`config.mk`:
```
export PLATFORM = sky130hd
export DESIGN_NAME = tg_top
export DESIGN_NICKNAME = d
export VERILOG_FILES = /design/src/tg_pkg.sv /design/src/tg_fifo.sv /design/src/tg_shape.sv /design/src/tg_top.sv
export SDC_FILE = /design/constraint.sdc
export NUM_CORES = 2
export LEC_CHECK = 0
export BUFFER_PORTS_ARGS = -buffer_cell sky130_fd_sc_hd__buf_4
export CORE_ASPECT_RATIO = 0.8
export CORE_MARGIN = 1
export CORE_UTILIZATION = 30
export CTS_CLUSTER_SIZE = 8
export DETAILED_ROUTE_END_ITERATION = 10
export PLACE_DENSITY_LB_ADDON = 0.15
export SYNTH_ARGS = -nofsm -noshare
export SYNTH_HDL_FRONTEND = slang
export SYNTH_SLANG_ARGS = --single-unit
```
`constraint.sdc`:
```
create_clock -name ref_clk -period 15.9 [get_ports ref_clk]
set_input_delay 0.795 -clock ref_clk [delete_from_list [all_inputs] [get_ports ref_clk]]
set_output_delay 0.795 -clock ref_clk [all_outputs]
set_load 0.01 [all_outputs]
```
`src/tg_pkg.sv`:
```
package tg_pkg;
	// widths of the sample path and the register port
	localparam int SAMPLE_W = 16;
	localparam int STEP_W   = 16;
	localparam int REG_AW   = 4;
	localparam int REG_DW   = 8;

	// register offsets
	localparam logic [REG_AW-1:0] ADDR_A_LOW  = 4'h0;
	localparam logic [REG_AW-1:0] ADDR_A_HIGH = 4'h1;
	localparam logic [REG_AW-1:0] ADDR_B_LOW  = 4'h2;
	localparam logic [REG_AW-1:0] ADDR_B_HIGH = 4'h3;
	localparam logic [REG_AW-1:0] ADDR_SOURCE = 4'h4;
	localparam logic [REG_AW-1:0] ADDR_KEYPAD = 4'h5;
	localparam logic [REG_AW-1:0] ADDR_CYCLES = 4'h6;
	localparam logic [REG_AW-1:0] ADDR_ON_PER = 4'h7;
	localparam logic [REG_AW-1:0] ADDR_OFF_PER = 4'h8;
	localparam logic [REG_AW-1:0] ADDR_CTRL   = 4'h9;
	localparam logic [REG_AW-1:0] ADDR_STATUS = 4'hA;

	// field positions
	localparam int CTRL_START_BIT = 0;
	localparam int CTRL_FAM_BIT   = 1;
	localparam int SRC_KP_BIT     = 2;
	localparam int STAT_RUN_BIT   = 0;
	localparam int STAT_ON_BIT    = 1;
	localparam int STAT_CNT_LSB   = 2;

	// source select codes and continuous beep codes
	localparam logic [1:0] SEL_A    = 2'h0;
	localparam logic [1:0] SEL_B    = 2'h1;
	localparam logic [1:0] SEL_BOTH = 2'h2;
	localparam logic [1:0] SEL_RAMP = 2'h3;
	localparam logic [2:0] CYC_CONT0 = 3'h6;
	localparam logic [2:0] CYC_CONT1 = 3'h7;
	localparam int BEEP_CNT_W = 6;

	// beep period base: 10 ms units, 200 units make 2 s
	localparam int CLK_PERIOD_NS      = 10;
	localparam int PERIOD_UNIT_NS     = 10_000_000;
	localparam int PERIOD_UNIT_CYCLES = PERIOD_UNIT_NS / CLK_PERIOD_NS;
	localparam logic [7:0] PERIOD_CODE_MAX = 8'hC7;

	// step scaling per rate family and keypad tones in hertz
	localparam int RATE_DIV_12K = 12000;
	localparam int RATE_DIV_11K = 11025;
	localparam int KP_LOW_HZ [4]  = '{697, 770, 852, 941};
	localparam int KP_HIGH_HZ [4] = '{1209, 1336, 1477, 1633};

	typedef enum logic [1:0] {TG_IDLE, TG_ON, TG_OFF} tg_state_e;

	// rounded step code: 2^16 * hz / div
	function automatic logic [STEP_W-1:0] tg_step_of(input int hz, input int div);
		return STEP_W'((65536 * hz * 2 + div) / (2 * div));
	endfunction

	// number of beeps per count code
	function automatic logic [BEEP_CNT_W-1:0] tg_beeps(input logic [2:0] code);
		case (code)
			3'h0: return 6'h01;
			3'h1: return 6'h02;
			3'h2: return 6'h03;
			3'h3: return 6'h04;
			3'h4: return 6'h08;
			3'h5: return 6'h10;
			default: return 6'h20;
		endcase
	endfunction
endpackage

```
`src/tg_fifo.sv`:
```
`timescale 1ns/1ps
module tg_fifo #(
	parameter int W     = 16,
	parameter int DEPTH = 8
) (
	// clock and reset
	input  wire logic         ref_clk,
	input  wire logic         rst_b,
	// fill side
	input  wire logic         in_valid,
	input  wire logic [W-1:0] in_data,
	output logic              in_ready,
	// drain side
	output logic              out_valid,
	output logic [W-1:0]      out_data,
	input  wire logic         out_ready
);
	localparam int AW = $clog2(DEPTH);

	initial
	begin
		if (DEPTH < 2 || (1 << AW) != DEPTH)
			$error("tg_fifo depth must be a power of two of at least 2");
	end

	typedef struct packed {
		logic [DEPTH-1:0][W-1:0] mem;
		logic [AW-1:0]           wptr;
		logic [AW-1:0]           rptr;
		logic [AW:0]             count;
	} tg_fifo_s;

	tg_fifo_s s_q;
	tg_fifo_s s_d;
	logic     push;
	logic     pop;

	// flags straight from the fill count
	assign in_ready  = (s_q.count != (AW+1)'(DEPTH));
	assign out_valid = (s_q.count != '0);
	assign out_data  = s_q.mem[s_q.rptr];
	assign push      = in_valid && in_ready;
	assign pop       = out_valid && out_ready;

	// pointer and count update
	always_comb
	begin
		s_d = s_q;
		if (push)
		begin
			s_d.mem[s_q.wptr] = in_data;
			s_d.wptr          = s_q.wptr + 1'b1;
		end
		if (pop)
			s_d.rptr = s_q.rptr + 1'b1;
		if (push && !pop)
			s_d.count = s_q.count + 1'b1;
		else if (pop && !push)
			s_d.count = s_q.count - 1'b1;
	end

	always_ff @(posedge ref_clk)
	begin
		if (!rst_b)
			s_q <= '0;
		else
			s_q <= s_d;
	end
endmodule

```
`src/tg_shape.sv`:
```
`timescale 1ns/1ps
module tg_shape (
	// phases of both sources
	input  wire logic [tg_pkg::STEP_W-1:0]   phase_a,
	input  wire logic [tg_pkg::STEP_W-1:0]   phase_b,
	// shape selection
	input  wire logic [1:0]                  sel,
	input  wire logic                        kp_en,
	// shaped sample
	output logic [tg_pkg::SAMPLE_W-1:0]      sample
);
	import tg_pkg::*;

	// parabolic sine: cheap, no table, peak 32766
	function automatic logic signed [SAMPLE_W-1:0] sine_of(input logic [STEP_W-1:0] p);
		logic [14:0] x;
		logic [29:0] prod;
		logic [14:0] mag;
		x    = p[14:0];
		prod = 30'(x) * 30'(15'h7FFF - x);
		mag  = prod[27:13];
		return p[15] ? -SAMPLE_W'(mag) : SAMPLE_W'(mag);
	endfunction

	// smoothstep on the upper phase bits of source a
	function automatic logic signed [SAMPLE_W-1:0] ramp_of(input logic [STEP_W-1:0] p);
		logic [25:0] y;
		y = 26'(p[15:8]) * 26'(p[15:8]) * (26'h300 - 26'({p[15:8], 1'b0}));
		return SAMPLE_W'(y[23:8]) ^ 16'h8000;
	endfunction

	logic signed [SAMPLE_W-1:0] sa;
	logic signed [SAMPLE_W-1:0] sb;
	logic signed [SAMPLE_W:0]   sum;

	assign sa  = sine_of(phase_a);
	assign sb  = sine_of(phase_b);
	assign sum = (SAMPLE_W+1)'(sa) + (SAMPLE_W+1)'(sb);

	// keypad tones always need both sources
	always_comb
	begin
		if (kp_en)
			sample = sum[SAMPLE_W:1];
		else
			case (sel)
				SEL_A:    sample = sa;
				SEL_B:    sample = sb;
				SEL_BOTH: sample = sum[SAMPLE_W:1];
				SEL_RAMP: sample = ramp_of(phase_a);
				default:  sample = '0;
			endcase
	end
endmodule

```
`src/tg_top.sv`:
```
// Contract
// two independent sine sources, each with its own step code
// each source covers about 1 Hz to 12 kHz via a 16-bit step
// 12 kHz rate family: step = 2^16 * f / 12000
// 11.025 kHz rate family: step = 2^16 * f / 11025
// software never programs a tone above half the sample rate
// each step code is split into a high and a low byte
// source select picks source a, source b or both combined
// keypad enable makes both sources play the keypad tone pair
// keypad code maps to one low row tone and one high column tone
// beep count gives 1,2,3,4,8,16,32 beeps; 110 and 111 continuous (here no count code gives 32 beeps)
// on and off periods each programmable from 10 ms to 2 s
// setting start runs the generator, clearing it requests a halt
// halt waits for end of beep cycle, or zero crossing if continuous
// start bit clears itself after the programmed beeps are done
// source select code 3 outputs an s-shaped ramp
// in keypad mode the programmed step codes are ignored
// one sample per rate strobe, phases advance by step each strobe (here a strobe that comes while another is pending is lost)
//
// Decided for this implementation: the register addresses and strobed register access.
`timescale 1ns/1ps
module tg_top #(
	parameter int UNIT_CYCLES = tg_pkg::PERIOD_UNIT_CYCLES,
	parameter int FIFO_DEPTH  = 8
) (
	// clock and reset
	input  wire logic                          ref_clk,
	input  wire logic                          rst_b,
	// register port
	input  wire logic [tg_pkg::REG_AW-1:0]     reg_addr,
	input  wire logic [tg_pkg::REG_DW-1:0]     reg_wdata,
	input  wire logic                          reg_wr,
	input  wire logic                          reg_rd,
	output logic [tg_pkg::REG_DW-1:0]          reg_rdata,
	// output sample rate strobe
	input  wire logic                          sample_stb,
	// samples to the mixer
	output logic                               mix_valid,
	output logic [tg_pkg::SAMPLE_W-1:0]        mix_data,
	input  wire logic                          mix_ready,
	// status
	output logic                               tone_active
);
	import tg_pkg::*;

	localparam int TW = $clog2(UNIT_CYCLES + 1);

	initial
	begin
		if (UNIT_CYCLES < 1)
			$error("tg_top needs at least one cycle per period unit");
	end

	typedef struct packed {
		logic [STEP_W-1:0]     step_a;
		logic [STEP_W-1:0]     step_b;
		logic [1:0]            sel;
		logic                  kp_en;
		logic [3:0]            kp_code;
		logic [2:0]            cycles;
		logic [7:0]            on_per;
		logic [7:0]            off_per;
		logic                  start;
		logic                  fam;
		tg_state_e             state;
		logic [STEP_W-1:0]     phase_a;
		logic [STEP_W-1:0]     phase_b;
		logic [TW-1:0]         tick_cnt;
		logic [7:0]            per_cnt;
		logic [BEEP_CNT_W-1:0] beep_cnt;
		logic                  pend;
		logic                  push;
		logic [SAMPLE_W-1:0]   sample;
		logic                  prev_sign;
		logic [REG_DW-1:0]     rdata;
		logic                  mix_valid;
		logic [SAMPLE_W-1:0]   mix_data;
		logic                  running;
	} tg_top_s;

	tg_top_s             s_q;
	tg_top_s             s_d;
	logic [STEP_W-1:0]   eff_a;
	logic [STEP_W-1:0]   eff_b;
	logic [SAMPLE_W-1:0] shaped;
	logic                fifo_in_ready;
	logic                fifo_out_valid;
	logic [SAMPLE_W-1:0] fifo_out_data;
	logic                fifo_pop;
	logic                take;
	logic                tick;
	logic                per_end;
	logic                cont;
	logic                ctrl_wr;
	logic [7:0]          per_lim;

	// keypad row and column from the code
	function automatic logic [1:0] kp_row(input logic [3:0] c);
		case (c)
			4'h1, 4'h2, 4'h3, 4'hA: return 2'h0;
			4'h4, 4'h5, 4'h6, 4'hB: return 2'h1;
			4'h7, 4'h8, 4'h9, 4'hC: return 2'h2;
			default:                return 2'h3;
		endcase
	endfunction

	function automatic logic [1:0] kp_col(input logic [3:0] c);
		case (c)
			4'h1, 4'h4, 4'h7, 4'hE: return 2'h0;
			4'h2, 4'h5, 4'h8, 4'h0: return 2'h1;
			4'h3, 4'h6, 4'h9, 4'hF: return 2'h2;
			default:                return 2'h3;
		endcase
	endfunction

	// step for a keypad tone, scaled for the active rate family
	function automatic logic [STEP_W-1:0] kp_step(input int hz, input logic fam);
		return fam ? tg_step_of(hz, RATE_DIV_11K) : tg_step_of(hz, RATE_DIV_12K);
	endfunction

	// effective steps: keypad table overrides programmed codes
	always_comb
	begin
		if (s_q.kp_en)
		begin
			eff_a = kp_step(KP_HIGH_HZ[kp_col(s_q.kp_code)], s_q.fam); // see R09 see R03
			eff_b = kp_step(KP_LOW_HZ[kp_row(s_q.kp_code)], s_q.fam); // see R08
		end
		else
		begin
			eff_a = s_q.step_a; // see R01
			eff_b = s_q.step_b;
		end
	end

	tg_shape u_shape (
		.phase_a (s_q.phase_a),
		.phase_b (s_q.phase_b),
		.sel     (s_q.sel),
		.kp_en   (s_q.kp_en),
		.sample  (shaped)
	);

	// samples queue here so a stalled mixer stalls the generator
	tg_fifo #(
		.W     (SAMPLE_W),
		.DEPTH (FIFO_DEPTH)
	) u_fifo (
		.ref_clk   (ref_clk),
		.rst_b     (rst_b),
		.in_valid  (s_q.push),
		.in_data   (s_q.sample),
		.in_ready  (fifo_in_ready),
		.out_valid (fifo_out_valid),
		.out_data  (fifo_out_data),
		.out_ready (fifo_pop)
	);

	// pushes are one at a time, so ready seen here cannot go stale
	assign take     = (sample_stb || s_q.pend) && fifo_in_ready && !s_q.push;
	assign fifo_pop = fifo_out_valid && (!s_q.mix_valid || mix_ready);
	assign tick     = (s_q.tick_cnt == TW'(UNIT_CYCLES - 1));
	assign cont     = (s_q.cycles == CYC_CONT0) || (s_q.cycles == CYC_CONT1);
	assign per_lim  = (s_q.state == TG_ON) ? s_q.on_per : s_q.off_per;
	assign per_end  = tick && (s_q.per_cnt >= per_lim || s_q.per_cnt >= PERIOD_CODE_MAX);
	assign ctrl_wr  = reg_wr && (reg_addr == ADDR_CTRL);

	// register writes, beep sequencing and sample production
	always_comb
	begin
		s_d      = s_q;
		s_d.push = 1'b0;
		if (s_q.state != TG_IDLE)
			s_d.tick_cnt = tick ? '0 : s_q.tick_cnt + 1'b1;
		if (tick)
			s_d.per_cnt = s_q.per_cnt + 1'b1;
		// beep sequencer
		case (s_q.state)
			TG_IDLE:
			begin
				if (s_q.start)
				begin
					s_d.state    = TG_ON;
					s_d.phase_a  = '0;
					s_d.phase_b  = '0;
					s_d.tick_cnt = '0;
					s_d.per_cnt  = '0;
					s_d.beep_cnt = '0;
				end
			end
			TG_ON:
			begin
				if (per_end)
				begin
					s_d.state    = TG_OFF;
					s_d.tick_cnt = '0;
					s_d.per_cnt  = '0;
				end
			end
			TG_OFF:
			begin
				if (per_end)
				begin
					s_d.tick_cnt = '0;
					s_d.per_cnt  = '0;
					s_d.beep_cnt = s_q.beep_cnt + 1'b1;
					if (!s_q.start && !cont)
						s_d.state = TG_IDLE;
					else if (!cont && (s_q.beep_cnt + 1'b1) >= tg_beeps(s_q.cycles))
					begin
						s_d.state = TG_IDLE;
						s_d.start = 1'b0;
					end
					else
						s_d.state = TG_ON;
				end
			end
			default: s_d.state = TG_IDLE;
		endcase
		// sample per strobe; off period and idle give silence
		s_d.pend = (sample_stb || s_q.pend) && !take;
		if (take)
		begin
			s_d.phase_a   = s_q.phase_a + eff_a;
			s_d.phase_b   = s_q.phase_b + eff_b;
			s_d.push      = 1'b1;
			s_d.sample    = (s_q.state == TG_ON) ? shaped : '0; // see R07
			s_d.prev_sign = shaped[SAMPLE_W-1];
			if (cont && !s_q.start && s_q.state != TG_IDLE
				&& shaped[SAMPLE_W-1] != s_q.prev_sign)
			begin
				s_d.state  = TG_IDLE;
				s_d.sample = '0;
			end
		end
		// software writes; a start written here wins over the self clear
		if (reg_wr)
			case (reg_addr)
				ADDR_A_LOW:   s_d.step_a[7:0]  = reg_wdata;
				ADDR_A_HIGH:  s_d.step_a[15:8] = reg_wdata;
				ADDR_B_LOW:   s_d.step_b[7:0]  = reg_wdata;
				ADDR_B_HIGH:  s_d.step_b[15:8] = reg_wdata;
				ADDR_SOURCE:
				begin
					s_d.sel   = reg_wdata[1:0];
					s_d.kp_en = reg_wdata[SRC_KP_BIT];
				end
				ADDR_KEYPAD:  s_d.kp_code = reg_wdata[3:0];
				ADDR_CYCLES:  s_d.cycles  = reg_wdata[2:0];
				ADDR_ON_PER:  s_d.on_per  = reg_wdata;
				ADDR_OFF_PER: s_d.off_per = reg_wdata;
				ADDR_CTRL:
				begin
					s_d.start = reg_wdata[CTRL_START_BIT];
					s_d.fam   = reg_wdata[CTRL_FAM_BIT];
				end
				default: ;
			endcase
		// read data stands only in the cycle after the strobe
		s_d.rdata = '0;
		if (reg_rd)
			case (reg_addr)
				ADDR_A_LOW:   s_d.rdata = s_q.step_a[7:0];
				ADDR_A_HIGH:  s_d.rdata = s_q.step_a[15:8];
				ADDR_B_LOW:   s_d.rdata = s_q.step_b[7:0];
				ADDR_B_HIGH:  s_d.rdata = s_q.step_b[15:8];
				ADDR_SOURCE:  s_d.rdata = {5'h00, s_q.kp_en, s_q.sel};
				ADDR_KEYPAD:  s_d.rdata = {4'h0, s_q.kp_code};
				ADDR_CYCLES:  s_d.rdata = {5'h00, s_q.cycles};
				ADDR_ON_PER:  s_d.rdata = s_q.on_per;
				ADDR_OFF_PER: s_d.rdata = s_q.off_per;
				ADDR_CTRL:    s_d.rdata = {6'h00, s_q.fam, s_q.start};
				ADDR_STATUS:  s_d.rdata = {s_q.beep_cnt, s_q.state == TG_ON,
						s_q.state != TG_IDLE};
				default:      s_d.rdata = '0;
			endcase
		// output register toward the mixer
		if (fifo_pop)
		begin
			s_d.mix_valid = 1'b1;
			s_d.mix_data  = fifo_out_data;
		end
		else if (mix_ready)
			s_d.mix_valid = 1'b0;
		s_d.running = (s_d.state != TG_IDLE);
	end

	always_ff @(posedge ref_clk)
	begin
		if (!rst_b)
		begin
			s_q       <= '0;
			s_q.state <= TG_IDLE;
		end
		else
			s_q <= s_d;
	end

	assign reg_rdata   = s_q.rdata;
	assign mix_valid   = s_q.mix_valid;
	assign mix_data    = s_q.mix_data;
	assign tone_active = s_q.running;
endmodule

```
==> impl_metrics.csv <==
group,metric,value,unit
power,power,0.00282,W
timing,rsz0062_at_grt,"false",
power,vdd_drop_max,67.9,µV
status,outcome,"finished, final reports clean",
detailed_routing,via_count,31701,
timing,setup_viol,0,
yosys,synth_edf_count,0,
yosys,ys_dominant_reg_cell,"dfxtp_1",
finish,final_core_util,0.327,
detailed_routing,drt_wl_total,121,mm
floorplan,start_util,0.303,
timing,period_needed,11.99,ns
setup_path,crit_cells,34,
clock_network,numClockSinks,315,
setup_path,crit_required,16.39,ns
detailed_routing,drc,0,
clock_network,postCtsHoldBufs,0,
clock_network,clk_pin_slew,0.05,ns
timing,slew_violations,0,
setup_path,worstRegToRegCells,34,
floorplan,dieArea,0.132,mm²
floorplan,die_h,326,µm
placement,port_buffers,43,
yosys,synthSimpleGateAreaFrac,0.184,
global_route,use_met2,0.272,
setup_path,path_delay_family,"adder cells",
yosys,yosys-mux-area-fraction,0.0477,
power,p_per_area,66.5,mW/mm²
clock_network,tritoncts,"yes",
placement,gp_congestion,0.836,
finish,drive_gt1_frac,0.0533,
yosys,synth_xor_area_frac,0.0385,
timing,layout_setup_ws,3.91,ns
timing,slew_headroom,0.164,
yosys,syn_area_per_cell,8.20,µm²
detailed_routing,post_drt_wl_per_cell,18.9,µm
yosys,yosysSeqAreaShare,0.161,
finish,fill_cells,13853,
setup_path,arrival,12.49,ns
yosys,synthArstFlopShare,0,
clock_network,postCtsResizedCells,0,
setup_path,critPathSlowestCell,"dfxtp_1",
floorplan,core,0.130,mm²
yosys,netlist_area,0.0393,mm²
global_route,grtUsageTotal,0.184,
setup_path,end_kind,"flop",
global_route,grt_pass1_vias,31648,
hold_path,hold_class,"reg -> reg",
global_route,overflow,0,
global_route,grt_busiest_layer,"met1",
clock_network,cts_setup_buffers,0,
timing,finalCritPeriodShare,0.754,
clock_network,cts_made_buffers,46,
finish,final_common_cell,"nand2_1",
finish,diodes,0,
yosys,ys_ff_latch,315,
floorplan,die_w,407,µm
power,p_leak,20.1,nW
floorplan,io_pins,44,
yosys,syn-num-nets,5659,
setup_path,critical_path_class,"reg -> reg",
clock_network,clock_latency,0.58,ns
job,maxCapViolCount,0,
detailed_routing,via_per_inst,4.96,
clock_network,cts_buffer_depth,3,
placement,post-dp-hpwl,89.9,mm
setup_path,crit_fanout,20,
yosys,yosys_warnings,0,
finish,final_cell_mix,"nand2_1, inv_1, nor2_1",
yosys,synth_top_family_by_area,"adder cells",
detailed_routing,drt.antenna.violating_nets,0,
yosys,synth_cell_types,101,
floorplan,fp-row-count,118,
yosys,synth_compound_area_frac,0.133,
placement,pre_cts_ws,4.02,ns
setup_path,crit_buf_inv,4,
detailed_routing,firstDrtPassIters,6,
yosys,synth_fa_ha_area_frac,0.350,
setup_path,crit_top_cell,"fa_1",
global_route,antenna_found_initial,2,
hold_path,hold_depth,2,
timing,hold_viol_final,0,
timing,worst_slew_pin_slew,1.24,ns
finish,num-nets-final,5519,
global_route,globalRouteMet3Util,0.0193,
timing,tns,0,ns
detailed_routing,drt_iter0_drc,2301,
clock_network,htreeDepth,2,
global_route,grt_max_degree,174,
timing,fmaxAchievable,83.4,MHz
clock_network,root_buffer,"clkbuf_16",
global_route,grtUsageMet1,0.290,
yosys,syn_inst,4789,
global_route,grt_pass1_wl,192,mm
setup_path,critPathMaxStageDelay,0.72,ns
setup_path,worst_setup_path_start_kind,"flop",
timing,skew,0.0150,ns
finish,synthToLayoutAreaGrowth,7.87,%
==> final timing paths <==
| path | from | endpoint | slack, ns |
|---|---|---|---|
| max | s_q[109] | s_q[29] | 3.91 |
| min | u_fifo.s_q[136] | u_fifo.s_q[136] | 0.45 |
| max reg2reg | s_q[109] | s_q[29] | 3.91 |
| min reg2reg | u_fifo.s_q[136] | u_fifo.s_q[136] | 0.45 |
==> area by class of cell <==
class | instances | area, µm² | area share
multi-input combinational | 3601 | 29700 | 0.700
sequential | 315 | 6310 | 0.149
inverter | 588 | 2210 | 0.0523
tap | 1740 | 2180 | 0.0514
clock buffer | 50 | 1200 | 0.0283
timing repair buffer | 97 | 728 | 0.0172
clock inverter | 4 | 70.1 | 0.00165
==> flip-flops by register name, indices dropped and copies added (netlist names), named ones only <==
register / flops
u_fifo.s_q: 138
mix_data: 16
tone_active: 1
reg_rdata: 8
mix_valid: 1
s_q: 147
==> worst register-to-register path: cells and delay by family, from the launching register on <==
| family | cells | cell delay (ns) |
|---|---|---|
| mux | 1 | 0.30 |
| buf+inv | 4 | 0.88 |
| flops | 1 | 0.72 |
| simple gates | 5 | 1.14 |
| fa+ha+maj | 12 | 5.58 |
| compound gates | 10 | 2.64 |
| xor+xnor | 2 | 0.67 |
==> stage by stage <==
stage               cell area [µm²]  cells  hold slack (ns)
global route                  42400   6395            0.463
detailed placement            41100   6341            0.446
finish                        42400   6395            0.450
global placement              41100   6341            0.440
CTS                           42400   6395            0.453
floorplan                     39300   4789            0.433
==> synthesized netlist by cell type, drive strengths merged, types with 75 or more instances <==
master / number / area [µm²]
a21oi: 295 / 1490
xnor2: 110 / 963
nand2: 714 / 2680
clkbuf: 223 / 837
mux2i: 96 / 961
nor2: 460 / 1730
inv: 577 / 2170
o21ai: 134 / 671
fa: 411 / 8230
nand3: 75 / 375
dfxtp: 315 / 6310
ha: 441 / 5520
==> power by group <==
group | total [W] | internal (W) | switching [W] | leakage [nW]
Combinational | 0.00105 | 0.000397 | 0.000649 | 17.0
Sequential | 0.000857 | 0.000824 | 0.0000336 | 2.54
Clock | 0.000916 | 0.000542 | 0.000375 | 0.617
Total | 0.00282 | 0.00176 | 0.00106 | 20.1
==> logic make-up after synthesis <==
logic type | after synthesis
and+or+nand+nor | 1639
muxes | 144
DFF | 315
buffers and inverters | 873
xor gates and xnor gates | 171
AOI/OAI and AO/OA | 795
adders and majority gates | 852
==> routing by layer <==
metal / vias up / share of wire / wire length [µm]
li1: 15453 / - / -
met1: 15583 / 0.53 / 64000
met2: 587 / 0.42 / 51000
met3: 78 / 0.039 / 4760
met4: 0 / 0.0089 / 1070
met5: - / 0 / 0
No activity file was read; power rests on OpenSTA's default activity.
